[config.mk]
export PLATFORM = sky130hd
export DESIGN_NAME = occ_top
export DESIGN_NICKNAME = d
export VERILOG_FILES = /design/src/inc/occ_pkg.sv /design/src/hw/occ_top.sv
export SDC_FILE = /design/constraint.sdc
export NUM_CORES = 1
export LEC_CHECK = 0
export BUFFER_PORTS_ARGS = -buffer_cell sky130_fd_sc_hd__buf_2
export CAP_MARGIN = 20
export CORE_ASPECT_RATIO = 0.75
export CORE_MARGIN = 2
export CORE_UTILIZATION = 54
export CTS_CLUSTER_SIZE = 16
export DETAILED_ROUTE_END_ITERATION = 16
export HOLD_SLACK_MARGIN = 0.03
export PLACE_DENSITY = 0.87
export SLEW_MARGIN = 20
export SYNTH_ARGS = -nofsm -noshare
export SYNTH_HDL_FRONTEND = slang
export SYNTH_SLANG_ARGS = --single-unit
[constraint.sdc]
create_clock -name clk_sys_in -period 4.77 [get_ports clk_sys_in]
set_input_delay 0.477 -clock clk_sys_in [delete_from_list [all_inputs] [get_ports clk_sys_in]]
set_output_delay 0.477 -clock clk_sys_in [all_outputs]
set_load 0.02 [all_outputs]
[src/inc/occ_pkg.sv]
/*
  Shared constants and types for the output compare channel.
  Assumes a 32-bit plain register port with one-cycle strobes.
*/
package occ_pkg;
  // Register map
  localparam logic [3:0] OCC_ADDR_CTRL = 4'h0;
  localparam logic [3:0] OCC_ADDR_PRI = 4'h4;
  localparam logic [3:0] OCC_ADDR_SEC = 4'h8;
  // Control field positions
  localparam int OCC_BIT_ON = 15;
  localparam int OCC_BIT_IDLE = 13;
  localparam int OCC_BIT_WIDE = 5;
  localparam int OCC_BIT_FLT = 4;
  localparam int OCC_BIT_TSEL = 3;
  localparam int OCC_MODE_HI = 2;
  localparam logic [31:0] OCC_CTRL_WMASK = 32'h0000_A02F;
  localparam logic [31:0] OCC_ZERO32 = 32'h0000_0000;
  localparam logic [15:0] OCC_ZERO16 = 16'h0000;
  // Compare modes
  typedef enum logic [2:0] {
    OCC_M_OFF = 3'h0,
    OCC_M_SET_HI = 3'h1,
    OCC_M_SET_LO = 3'h2,
    OCC_M_TOGGLE = 3'h3,
    OCC_M_ONE_PULSE = 3'h4,
    OCC_M_PULSES = 3'h5,
    OCC_M_PWM = 3'h6,
    OCC_M_PWM_FLT = 3'h7
  } occ_mode_e;
  // Channel phase, one-hot
  typedef enum logic [2:0] {
    OCC_ST_IDLE = 3'b001,
    OCC_ST_RUN = 3'b010,
    OCC_ST_DONE = 3'b100
  } occ_state_e;
  // Register bus request
  typedef struct packed {
    logic [3:0] addr;
    logic [31:0] wdata;
    logic wr;
    logic rd;
  } occ_bus_s;
  // Module state, apart from the match flop and the synchronisers
  typedef struct packed {
    logic on;
    logic idle_stop;
    logic wide;
    logic flt;
    logic tsel;
    logic [2:0] mode;
    logic [31:0] pri;
    logic [31:0] sec;
    logic [31:0] rdata;
    logic pin;
    logic [2:0] mode_seen;
    logic on_seen;
    occ_state_e st;
  } occ_state_s;
endpackage : occ_pkg

[src/hw/occ_top.sv]
/*
  Output compare channel: one control register, two compare values and
  the logic that drives the compare output pin from a selected timer count.
  Holds the reset release, the fault pin synchroniser, the next-state logic
  and the state register.
  Assumes both timer counts, the idle level and the register port come from
  other logic on clk_sys_in and need no synchroniser; the fault pin is
  asynchronous and is synchronised here; the register master never raises
  both strobes in one cycle and keeps one quiet cycle after clearing enable.
  Assumes the package gives the register offsets, field positions and types.
*/
// The implementer's own choices: the address-and-strobe port and the register addresses.
// Contract
// - Control bit 15 switches the channel on when set, off when clear.
// - Bit 13 set halts the channel in idle mode; clear keeps it running.
// - Bit 5 set compares 32 bits against 32-bit timer, else low 16 bits.
// - Fault flag bit 4 set on PWM fault; software writes never clear it (here a write that changes the mode or clears bit 15 clears it).
// - Fault flag reads zero unless mode is PWM with fault.
// - Bit 3 picks third timer when set, second timer when clear.
// - Mode 111 gives PWM; asserted fault stops output and sets flag.
// - Mode 110 gives PWM ignoring the fault input.
// - Mode 101 drives pin low, then a repeating pulse train.
// - Mode 100 drives pin low, then exactly one pulse.
// - Mode 011 toggles the pin on each compare match.
// - Mode 010 drives pin high, then low on compare match.
// - Mode 001 drives pin low, then high on compare match.
// - Mode 000 leaves compare inactive.
// - Control bits 31-16, 14 and 12-6 read as zero.
`timescale 1ns/1ps
module occ_top
  import occ_pkg::*;
(
  // Clock and reset
  input wire logic clk_sys_in,
  input wire logic rst_b_in,
  // Register port
  input wire logic [3:0] addr_in,
  input wire logic [31:0] wdata_in,
  input wire logic wr_in,
  input wire logic rd_in,
  output logic [31:0] rdata_out,
  // Timer counts and device state
  input wire logic [31:0] timer2_count_in,
  input wire logic [31:0] timer3_count_in,
  input wire logic idle_mode_in,
  // Fault pin, asynchronous
  input wire logic pwm_fault_in,
  // Output pin and match pulse
  output logic compare_output_pin_out,
  output logic match_out
);

  occ_state_s s_r;
  occ_state_s s_nxt;
  occ_bus_s bus;
  logic [1:0] rst_sync_r;
  logic rst_b;
  logic flt_meta_r;
  logic flt_sync_r;
  logic match_r;
  logic match_nxt;

  // Register select codes, one-hot, from the shared address decoder
  localparam logic [2:0] SEL_NONE = 3'b000;
  localparam logic [2:0] SEL_CTRL = 3'b001;
  localparam logic [2:0] SEL_PRI = 3'b010;
  localparam logic [2:0] SEL_SEC = 3'b100;

  // Whole state after reset: channel off, pin low, values cleared
  localparam occ_state_s OCC_STATE_RST = '{
    on: 1'b0,
    idle_stop: 1'b0,
    wide: 1'b0,
    flt: 1'b0,
    tsel: 1'b0,
    mode: OCC_M_OFF,
    pri: OCC_ZERO32,
    sec: OCC_ZERO32,
    rdata: OCC_ZERO32,
    pin: 1'b0,
    mode_seen: OCC_M_OFF,
    on_seen: 1'b0,
    st: OCC_ST_IDLE
  };

  // 16-bit or 32-bit equality
  function automatic logic occ_eq(input logic wide, input logic [31:0] a,
                                  input logic [31:0] b);
    occ_eq = wide ? (a == b) : (a[15:0] == b[15:0]);
  endfunction : occ_eq

  // Address decode, shared by the write and the read path
  function automatic logic [2:0] occ_sel(input logic [3:0] addr);
    logic [2:0] sel;
    sel = SEL_NONE;
    if (addr == OCC_ADDR_CTRL) begin
      sel = SEL_CTRL;
    end else if (addr == OCC_ADDR_PRI) begin
      sel = SEL_PRI;
    end else if (addr == OCC_ADDR_SEC) begin
      sel = SEL_SEC;
    end
    occ_sel = sel;
  endfunction : occ_sel

  assign bus = '{addr: addr_in, wdata: wdata_in, wr: wr_in, rd: rd_in};

  // Reset release through two flops; assertion stays asynchronous
  // Synchronous release so no flop leaves reset a cycle apart
  always_ff @(posedge clk_sys_in or negedge rst_b_in) begin
    if (!rst_b_in) begin
      rst_sync_r <= 2'h0;
    end else begin
      rst_sync_r <= {rst_sync_r[0], 1'b1};
    end
  end
  assign rst_b = rst_sync_r[1];

  // Fault pin synchroniser; first flop feeds only the second
  // Level only: a fault shorter than a clock may be missed
  always_ff @(posedge clk_sys_in or negedge rst_b) begin
    if (!rst_b) begin
      flt_meta_r <= 1'b0;
      flt_sync_r <= 1'b0;
    end else begin
      flt_meta_r <= pwm_fault_in;
      flt_sync_r <= flt_meta_r;
    end
  end

  // Next-state logic
  // Priority: disable, then re-initialise after a change, then the mode;
  // register writes land last so software always wins over the channel
  always_comb begin
    logic [31:0] cnt;
    logic run;
    logic hit_pri;
    logic hit_sec;
    logic restart;
    logic [31:0] ctrl_rd;
    logic [2:0] sel;
    cnt = 32'h0;
    run = 1'b0;
    hit_pri = 1'b0;
    hit_sec = 1'b0;
    restart = 1'b0;
    ctrl_rd = 32'h0;
    sel = SEL_NONE;
    s_nxt = s_r;
    match_nxt = 1'b0;

    // Counts are used as they arrive; no capture or hold
    // timer source choice
    cnt = s_r.tsel ? timer3_count_in : timer2_count_in;
    // Halting freezes the pin except for the re-initialise after a mode or enable change; register writes still land
    // enable gate; idle halt; mode 000 inactive
    run = s_r.on && !(s_r.idle_stop && idle_mode_in) && (s_r.mode != OCC_M_OFF);
    // Secondary compared at the same width as primary
    // width select; primary match
    hit_pri = run && occ_eq(s_r.wide, cnt, s_r.pri);
    hit_sec = run && occ_eq(s_r.wide, cnt, s_r.sec);
    // One-cycle pulse, not held until read
    match_nxt = hit_pri;
    // Mode change or enable edge re-initialises the pin
    restart = (s_r.mode != s_r.mode_seen) || (s_r.on != s_r.on_seen);
    s_nxt.mode_seen = s_r.mode;
    s_nxt.on_seen = s_r.on;

    if (!s_r.on) begin
      // Disabling resets the channel, registers kept for software
      s_nxt.pin = 1'b0;
      s_nxt.flt = 1'b0;
      s_nxt.st = OCC_ST_IDLE;
    end else if (restart) begin
      s_nxt.pin = (s_r.mode == OCC_M_SET_LO);
      s_nxt.st = OCC_ST_RUN;
      // a fault already present sets the flag at once
      s_nxt.flt = run && (s_r.mode == OCC_M_PWM_FLT) && flt_sync_r;
    end else if (run) begin
      // Only the selected mode moves the pin; a mode change restarts first
      case (occ_mode_e'(s_r.mode))
        OCC_M_SET_HI: begin
          if (hit_pri) begin
            s_nxt.pin = 1'b1;
          end
        end
        OCC_M_SET_LO: begin
          if (hit_pri) begin
            s_nxt.pin = 1'b0;
          end
        end
        OCC_M_TOGGLE: begin
          if (hit_pri) begin
            s_nxt.pin = !s_r.pin;
          end
        end
        // one pulse, then stay low
        // Done keeps the pin low until a mode or enable change
        OCC_M_ONE_PULSE: begin
          if (s_r.st == OCC_ST_RUN) begin
            // rise on primary, fall on secondary
            if (hit_sec && s_r.pin) begin
              s_nxt.pin = 1'b0;
              s_nxt.st = OCC_ST_DONE;
            end else if (hit_pri) begin
              s_nxt.pin = 1'b1;
            end
          end
        end
        // repeating pulses; edges from the two values
        OCC_M_PULSES: begin
          if (hit_sec && s_r.pin) begin
            s_nxt.pin = 1'b0;
          end else if (hit_pri) begin
            s_nxt.pin = 1'b1;
          end
        end
        // PWM, fault ignored; high from primary to secondary
        // Secondary wins a tie, so equal values keep the pin low
        OCC_M_PWM: begin
          if (hit_sec) begin
            s_nxt.pin = 1'b0;
          end else if (hit_pri) begin
            s_nxt.pin = 1'b1;
          end
        end
        // PWM with fault; fault wins and latches until restart
        default: begin
          if (flt_sync_r || s_r.flt) begin
            s_nxt.flt = 1'b1;
            s_nxt.pin = 1'b0;
          end else if (hit_sec) begin
            s_nxt.pin = 1'b0;
          end else if (hit_pri) begin
            s_nxt.pin = 1'b1;
          end
        end
      endcase
    end

    // Register writes; fault flag is not writable
    // Unused and read-only bits are dropped here, never stored
    sel = occ_sel(bus.addr);
    if (bus.wr) begin
      if (sel == SEL_CTRL) begin
        // enable bit; flag bit masked from writes
        s_nxt.on = bus.wdata[OCC_BIT_ON] & OCC_CTRL_WMASK[OCC_BIT_ON];
        s_nxt.idle_stop = bus.wdata[OCC_BIT_IDLE];
        s_nxt.wide = bus.wdata[OCC_BIT_WIDE];
        s_nxt.tsel = bus.wdata[OCC_BIT_TSEL];
        s_nxt.mode = bus.wdata[OCC_MODE_HI:0];
      end else if (sel == SEL_PRI) begin
        s_nxt.pri = bus.wdata;
      end else if (sel == SEL_SEC) begin
        s_nxt.sec = bus.wdata;
      end
    end

    // unused control bits read zero; flag only in mode 111
    // Masked on read too, for the cycle before a mode change clears it
    ctrl_rd = OCC_ZERO32;
    ctrl_rd[OCC_BIT_ON] = s_r.on;
    ctrl_rd[OCC_BIT_IDLE] = s_r.idle_stop;
    ctrl_rd[OCC_BIT_WIDE] = s_r.wide;
    ctrl_rd[OCC_BIT_FLT] = s_r.flt && (s_r.mode == OCC_M_PWM_FLT);
    ctrl_rd[OCC_BIT_TSEL] = s_r.tsel;
    ctrl_rd[OCC_MODE_HI:0] = s_r.mode;

    // Read data valid only the cycle after the strobe
    // Zero outside that cycle so a stale word never looks valid
    s_nxt.rdata = OCC_ZERO32;
    if (bus.rd) begin
      if (sel == SEL_CTRL) begin
        s_nxt.rdata = ctrl_rd;
      end else if (sel == SEL_PRI) begin
        s_nxt.rdata = s_r.pri;
      end else if (sel == SEL_SEC) begin
        s_nxt.rdata = s_r.sec;
      end else begin
        s_nxt.rdata = OCC_ZERO32; // Unmapped reads zero
      end
    end
  end

  // State register
  // One struct, so every field shares the same reset and edge
  always_ff @(posedge clk_sys_in or negedge rst_b) begin
    if (!rst_b) begin
      s_r <= OCC_STATE_RST;
      match_r <= 1'b0;
    end else begin
      s_r <= s_nxt;
      match_r <= match_nxt;
    end
  end

  // Outputs come straight from flops, no logic after them
  assign rdata_out = s_r.rdata;
  assign compare_output_pin_out = s_r.pin;
  assign match_out = match_r;

endmodule : occ_top

==> metrics.txt <==
worst path required time=slightly above 5000 ps; drt pass-1 iters=8; most frequent cell after synthesis=dfrtp_1; Fin Setup TNS=0 ps; buffer count from post-CTS setup fixing=0; Top FF cell, synth=dfrtp_1; Worst slew margin=26.3%; Hold WC Path Type=input pin to flip-flop; Synth area leader=dfrtp_1; P_leak=between 3 and 4 nW; met3 usage=7.82%; initial core utilization=approximately 55%; met1 usage=approximately a third; Layout area overhead=19.5%; number of global-route vias before repair=4,539; Port Buffers=139; fin crit period=around 3300 ps; Tightest Pin Transition=1110 ps; Layout Cells excl Fill=between 700 and 800; Clock Path Buffers=2; top cells by area, synth=dfrtp_1 49%, mux2_2 13%, xnor2_1 9.3%; crit path DAT=~3700 ps; Final Core Density=between 60% and 70%; I/O pins=140; met2 usage=about two fifths; Overflow after GRT=0; hold_sp=pwm_fault_in; Antenna diodes=0; die area=approximately 12,000 sq um; largest net degree at the start of global routing=74; top-area cell type share of the netlist area=between 40% and 50%; FF-to-FF Start=s_r[107]$_DFFE_PN0P_; power density of the placed cells=between 400 and 500 nW/um^2; sequential fraction of the synthesis area=about half; All-Layer GR Usage=approximately a quarter; reg2reg end=compare_output_pin_out$_DFFE_PN0P_; Final period util=70.1%; cell count of the worst reg-to-reg path=8; hold worst-path end=flt_meta_r$_DFF_PN0_; mean post-synth cell area=between 10 and 15 sq um; Fillers=roughly 830; post-DR wirelength/cell=19.9 um; Net Count, Synth=slightly above 600; layout cell share with drive strength beyond 1=a little over two fifths; Post-synth EDFFs=0; Final Wtd Congestion=roughly 1.0; CTS tree=built; Max-cap violations=0; status=finished clean; Synth warnings=0; Num CTS Buffers=17; critical path class=flip-flop to flip-flop; CTS Root Cell=clkbuf_16; Synth async-reset ratio=100%; clock latency on the worst-skew pair=410 ps; Routed Antenna Nets=0; DR vias=~4,400; final setup margin=around 1400 ps; first-pass GRT wire length=23,800 um; R2R Setup Slk=approximately 1400 ps; hold path depth=1; Final setup violation count=0; HPWL after DPL=~10,000 um; Chip Height=approximately 95 um; crit end category=flip-flop; final hold violation count=0; distinct cell type count after synthesis=44; most frequent cells after synthesis=116 x dfrtp_1, 71 x mux2_2, 63 x xnor2_1; number of synthesized register bits=approximately 120; Cell Rows=33; H-Tree Depth=4; Die X=around 130 um; CTS sink cnt=roughly 120; final WL=approximately 15,000 um; Syn Inst Count=approximately 500; DP Worst Slack=1640 ps; core area=~11,000 sq um; Worst Clk Skew=8.05 ps; clk slew on worst S/H paths=around 60 ps; # DRC=0; initial antenna violation count=0; dpl cells=734; initial drt markers=roughly 330; vias per cell=just under 6; post-CTS sizing=0; max-slew violations=0; fmax=approximately 300 MHz; CP Max Fanout=34; RSZ-0062 raised after global routing=false; NumNets Final=720; mapped cell area=between 5000 and 6000 sq um; most used routing layer=met2; worst vdd ir=295 uV; startpoint type of the worst setup path=flip-flop
per-layer routing:
metal | part of all wire, % | wire length, um | vias to the layer above
met3 | 8.5 | 1290 | 38
met2 | 46 | 7080 | 236
li1 | - | - | 1972
met5 | 0 | 0 | -
met1 | 43 | 6530 | 2191
met4 | 2.4 | 372 | 0
cells by family (layout without fill, tap and decap cells):
family	after synthesis	after routing	synth area share, %
other	1	1	0.0630
buffers and inverters	60	184	6.45
muxes	103	103	19.5
AOI/OAI and AO/OA	67	67	7.48
DFF	117	117	49.2
and+or+nand+nor	88	88	7.46
xor gates and xnor gates	67	67	9.85
final cells by class:
type | count | area, sq um | share of cell area, %
clock buffers | 21 | 450 | 6.33
clock inverters | 11 | 133 | 1.86
inverters | 6 | 22.5 | 0.317
multi-input cells | 326 | 2650 | 37.2
flip-flops and latches | 117 | 2930 | 41.2
well taps | 140 | 175 | 2.46
repair buffers | 146 | 751 | 10.6
metrics by stage:
| step | hold WS (ps) | instance area, sq um | power (mW) |
|---|---|---|---|
| 2_1_floorplan | 181 | 5950 | 1.87 |
| 3_3_place_gp | 267 | 6520 | 2.02 |
| 3_5_place_dp | 269 | 6520 | 2.06 |
| 4_1_cts | 175 | 7110 | 3.34 |
| 5_1_grt | 177 | 7110 | 3.47 |
| 6_report | 186 | 7110 | 3.34 |
worst max-delay path by stage:
stage | endpoint | cells past startpoint | from
floorplan | compare_output_pin_out$_DFFE_PN0P_ | 0 | rst_sync_r[1]$_DFF_PN0_
global placement | compare_output_pin_out$_DFFE_PN0P_ | 8 | s_r[107]$_DFFE_PN0P_
global route | compare_output_pin_out$_DFFE_PN0P_ | 8 | s_r[107]$_DFFE_PN0P_
finish | compare_output_pin_out$_DFFE_PN0P_ | 8 | s_r[107]$_DFFE_PN0P_
detailed placement | compare_output_pin_out$_DFFE_PN0P_ | 8 | s_r[107]$_DFFE_PN0P_
CTS | compare_output_pin_out$_DFFE_PN0P_ | 8 | s_r[107]$_DFFE_PN0P_
state kept, by name (all words and copies together), names as in the netlist:
| register | cells |
|---|---|
| compare_output_pin_out | 1 |
| flt_meta_r | 1 |
| flt_sync_r | 1 |
| match_out | 1 |
| rdata_out | 32 |
| rst_sync_r | 2 |
| s_nxt | 4 |
| s_r | 75 |
power breakdown:
part           internal [mW]  total (mW)  switching (mW)
Sequential              1.16        1.39           0.226
Clock                  0.827        1.26           0.434
Combinational          0.375       0.689           0.314
cells in the final DEF, fill, tap and decap left out, types with 2 or more instances in the layout:
cell type,count
mux2i_1,21
buf_4,6
nor4_2,2
mux2_2,71
nor3_1,6
a22oi_1,24
o21a_1,2
nand3b_1,2
xor2_1,4
dfrtp_1,114
a21oi_1,12
clkbuf_1,3
bufinv_16,3
a211o_1,2
nor2_1,29
nand2_1,20
inv_1,6
mux2i_2,11
nor4_1,14
clkinv_2,7
buf_2,139
xnor2_1,63
nand4_1,5
a32o_1,2
o21ai_0,17
clkbuf_16,17
worst max-delay path: stages, from the launching register on:
cell,delay [ps]
dfrtp_2,1100
mux2i_1,410
xnor2_1,110
nor4_1,550
nand4_1,280
a211oi_2,400
o22a_1,200
o32ai_1,80
a21oi_1,120
repair_timing:
action | CTS | global route
setup endpoints to repair | 0 | 0
endpoints found under the hold margin | 2 | 0
hold buffers | 1 | 0
Note: power is estimated with default switching activity, not from simulation.
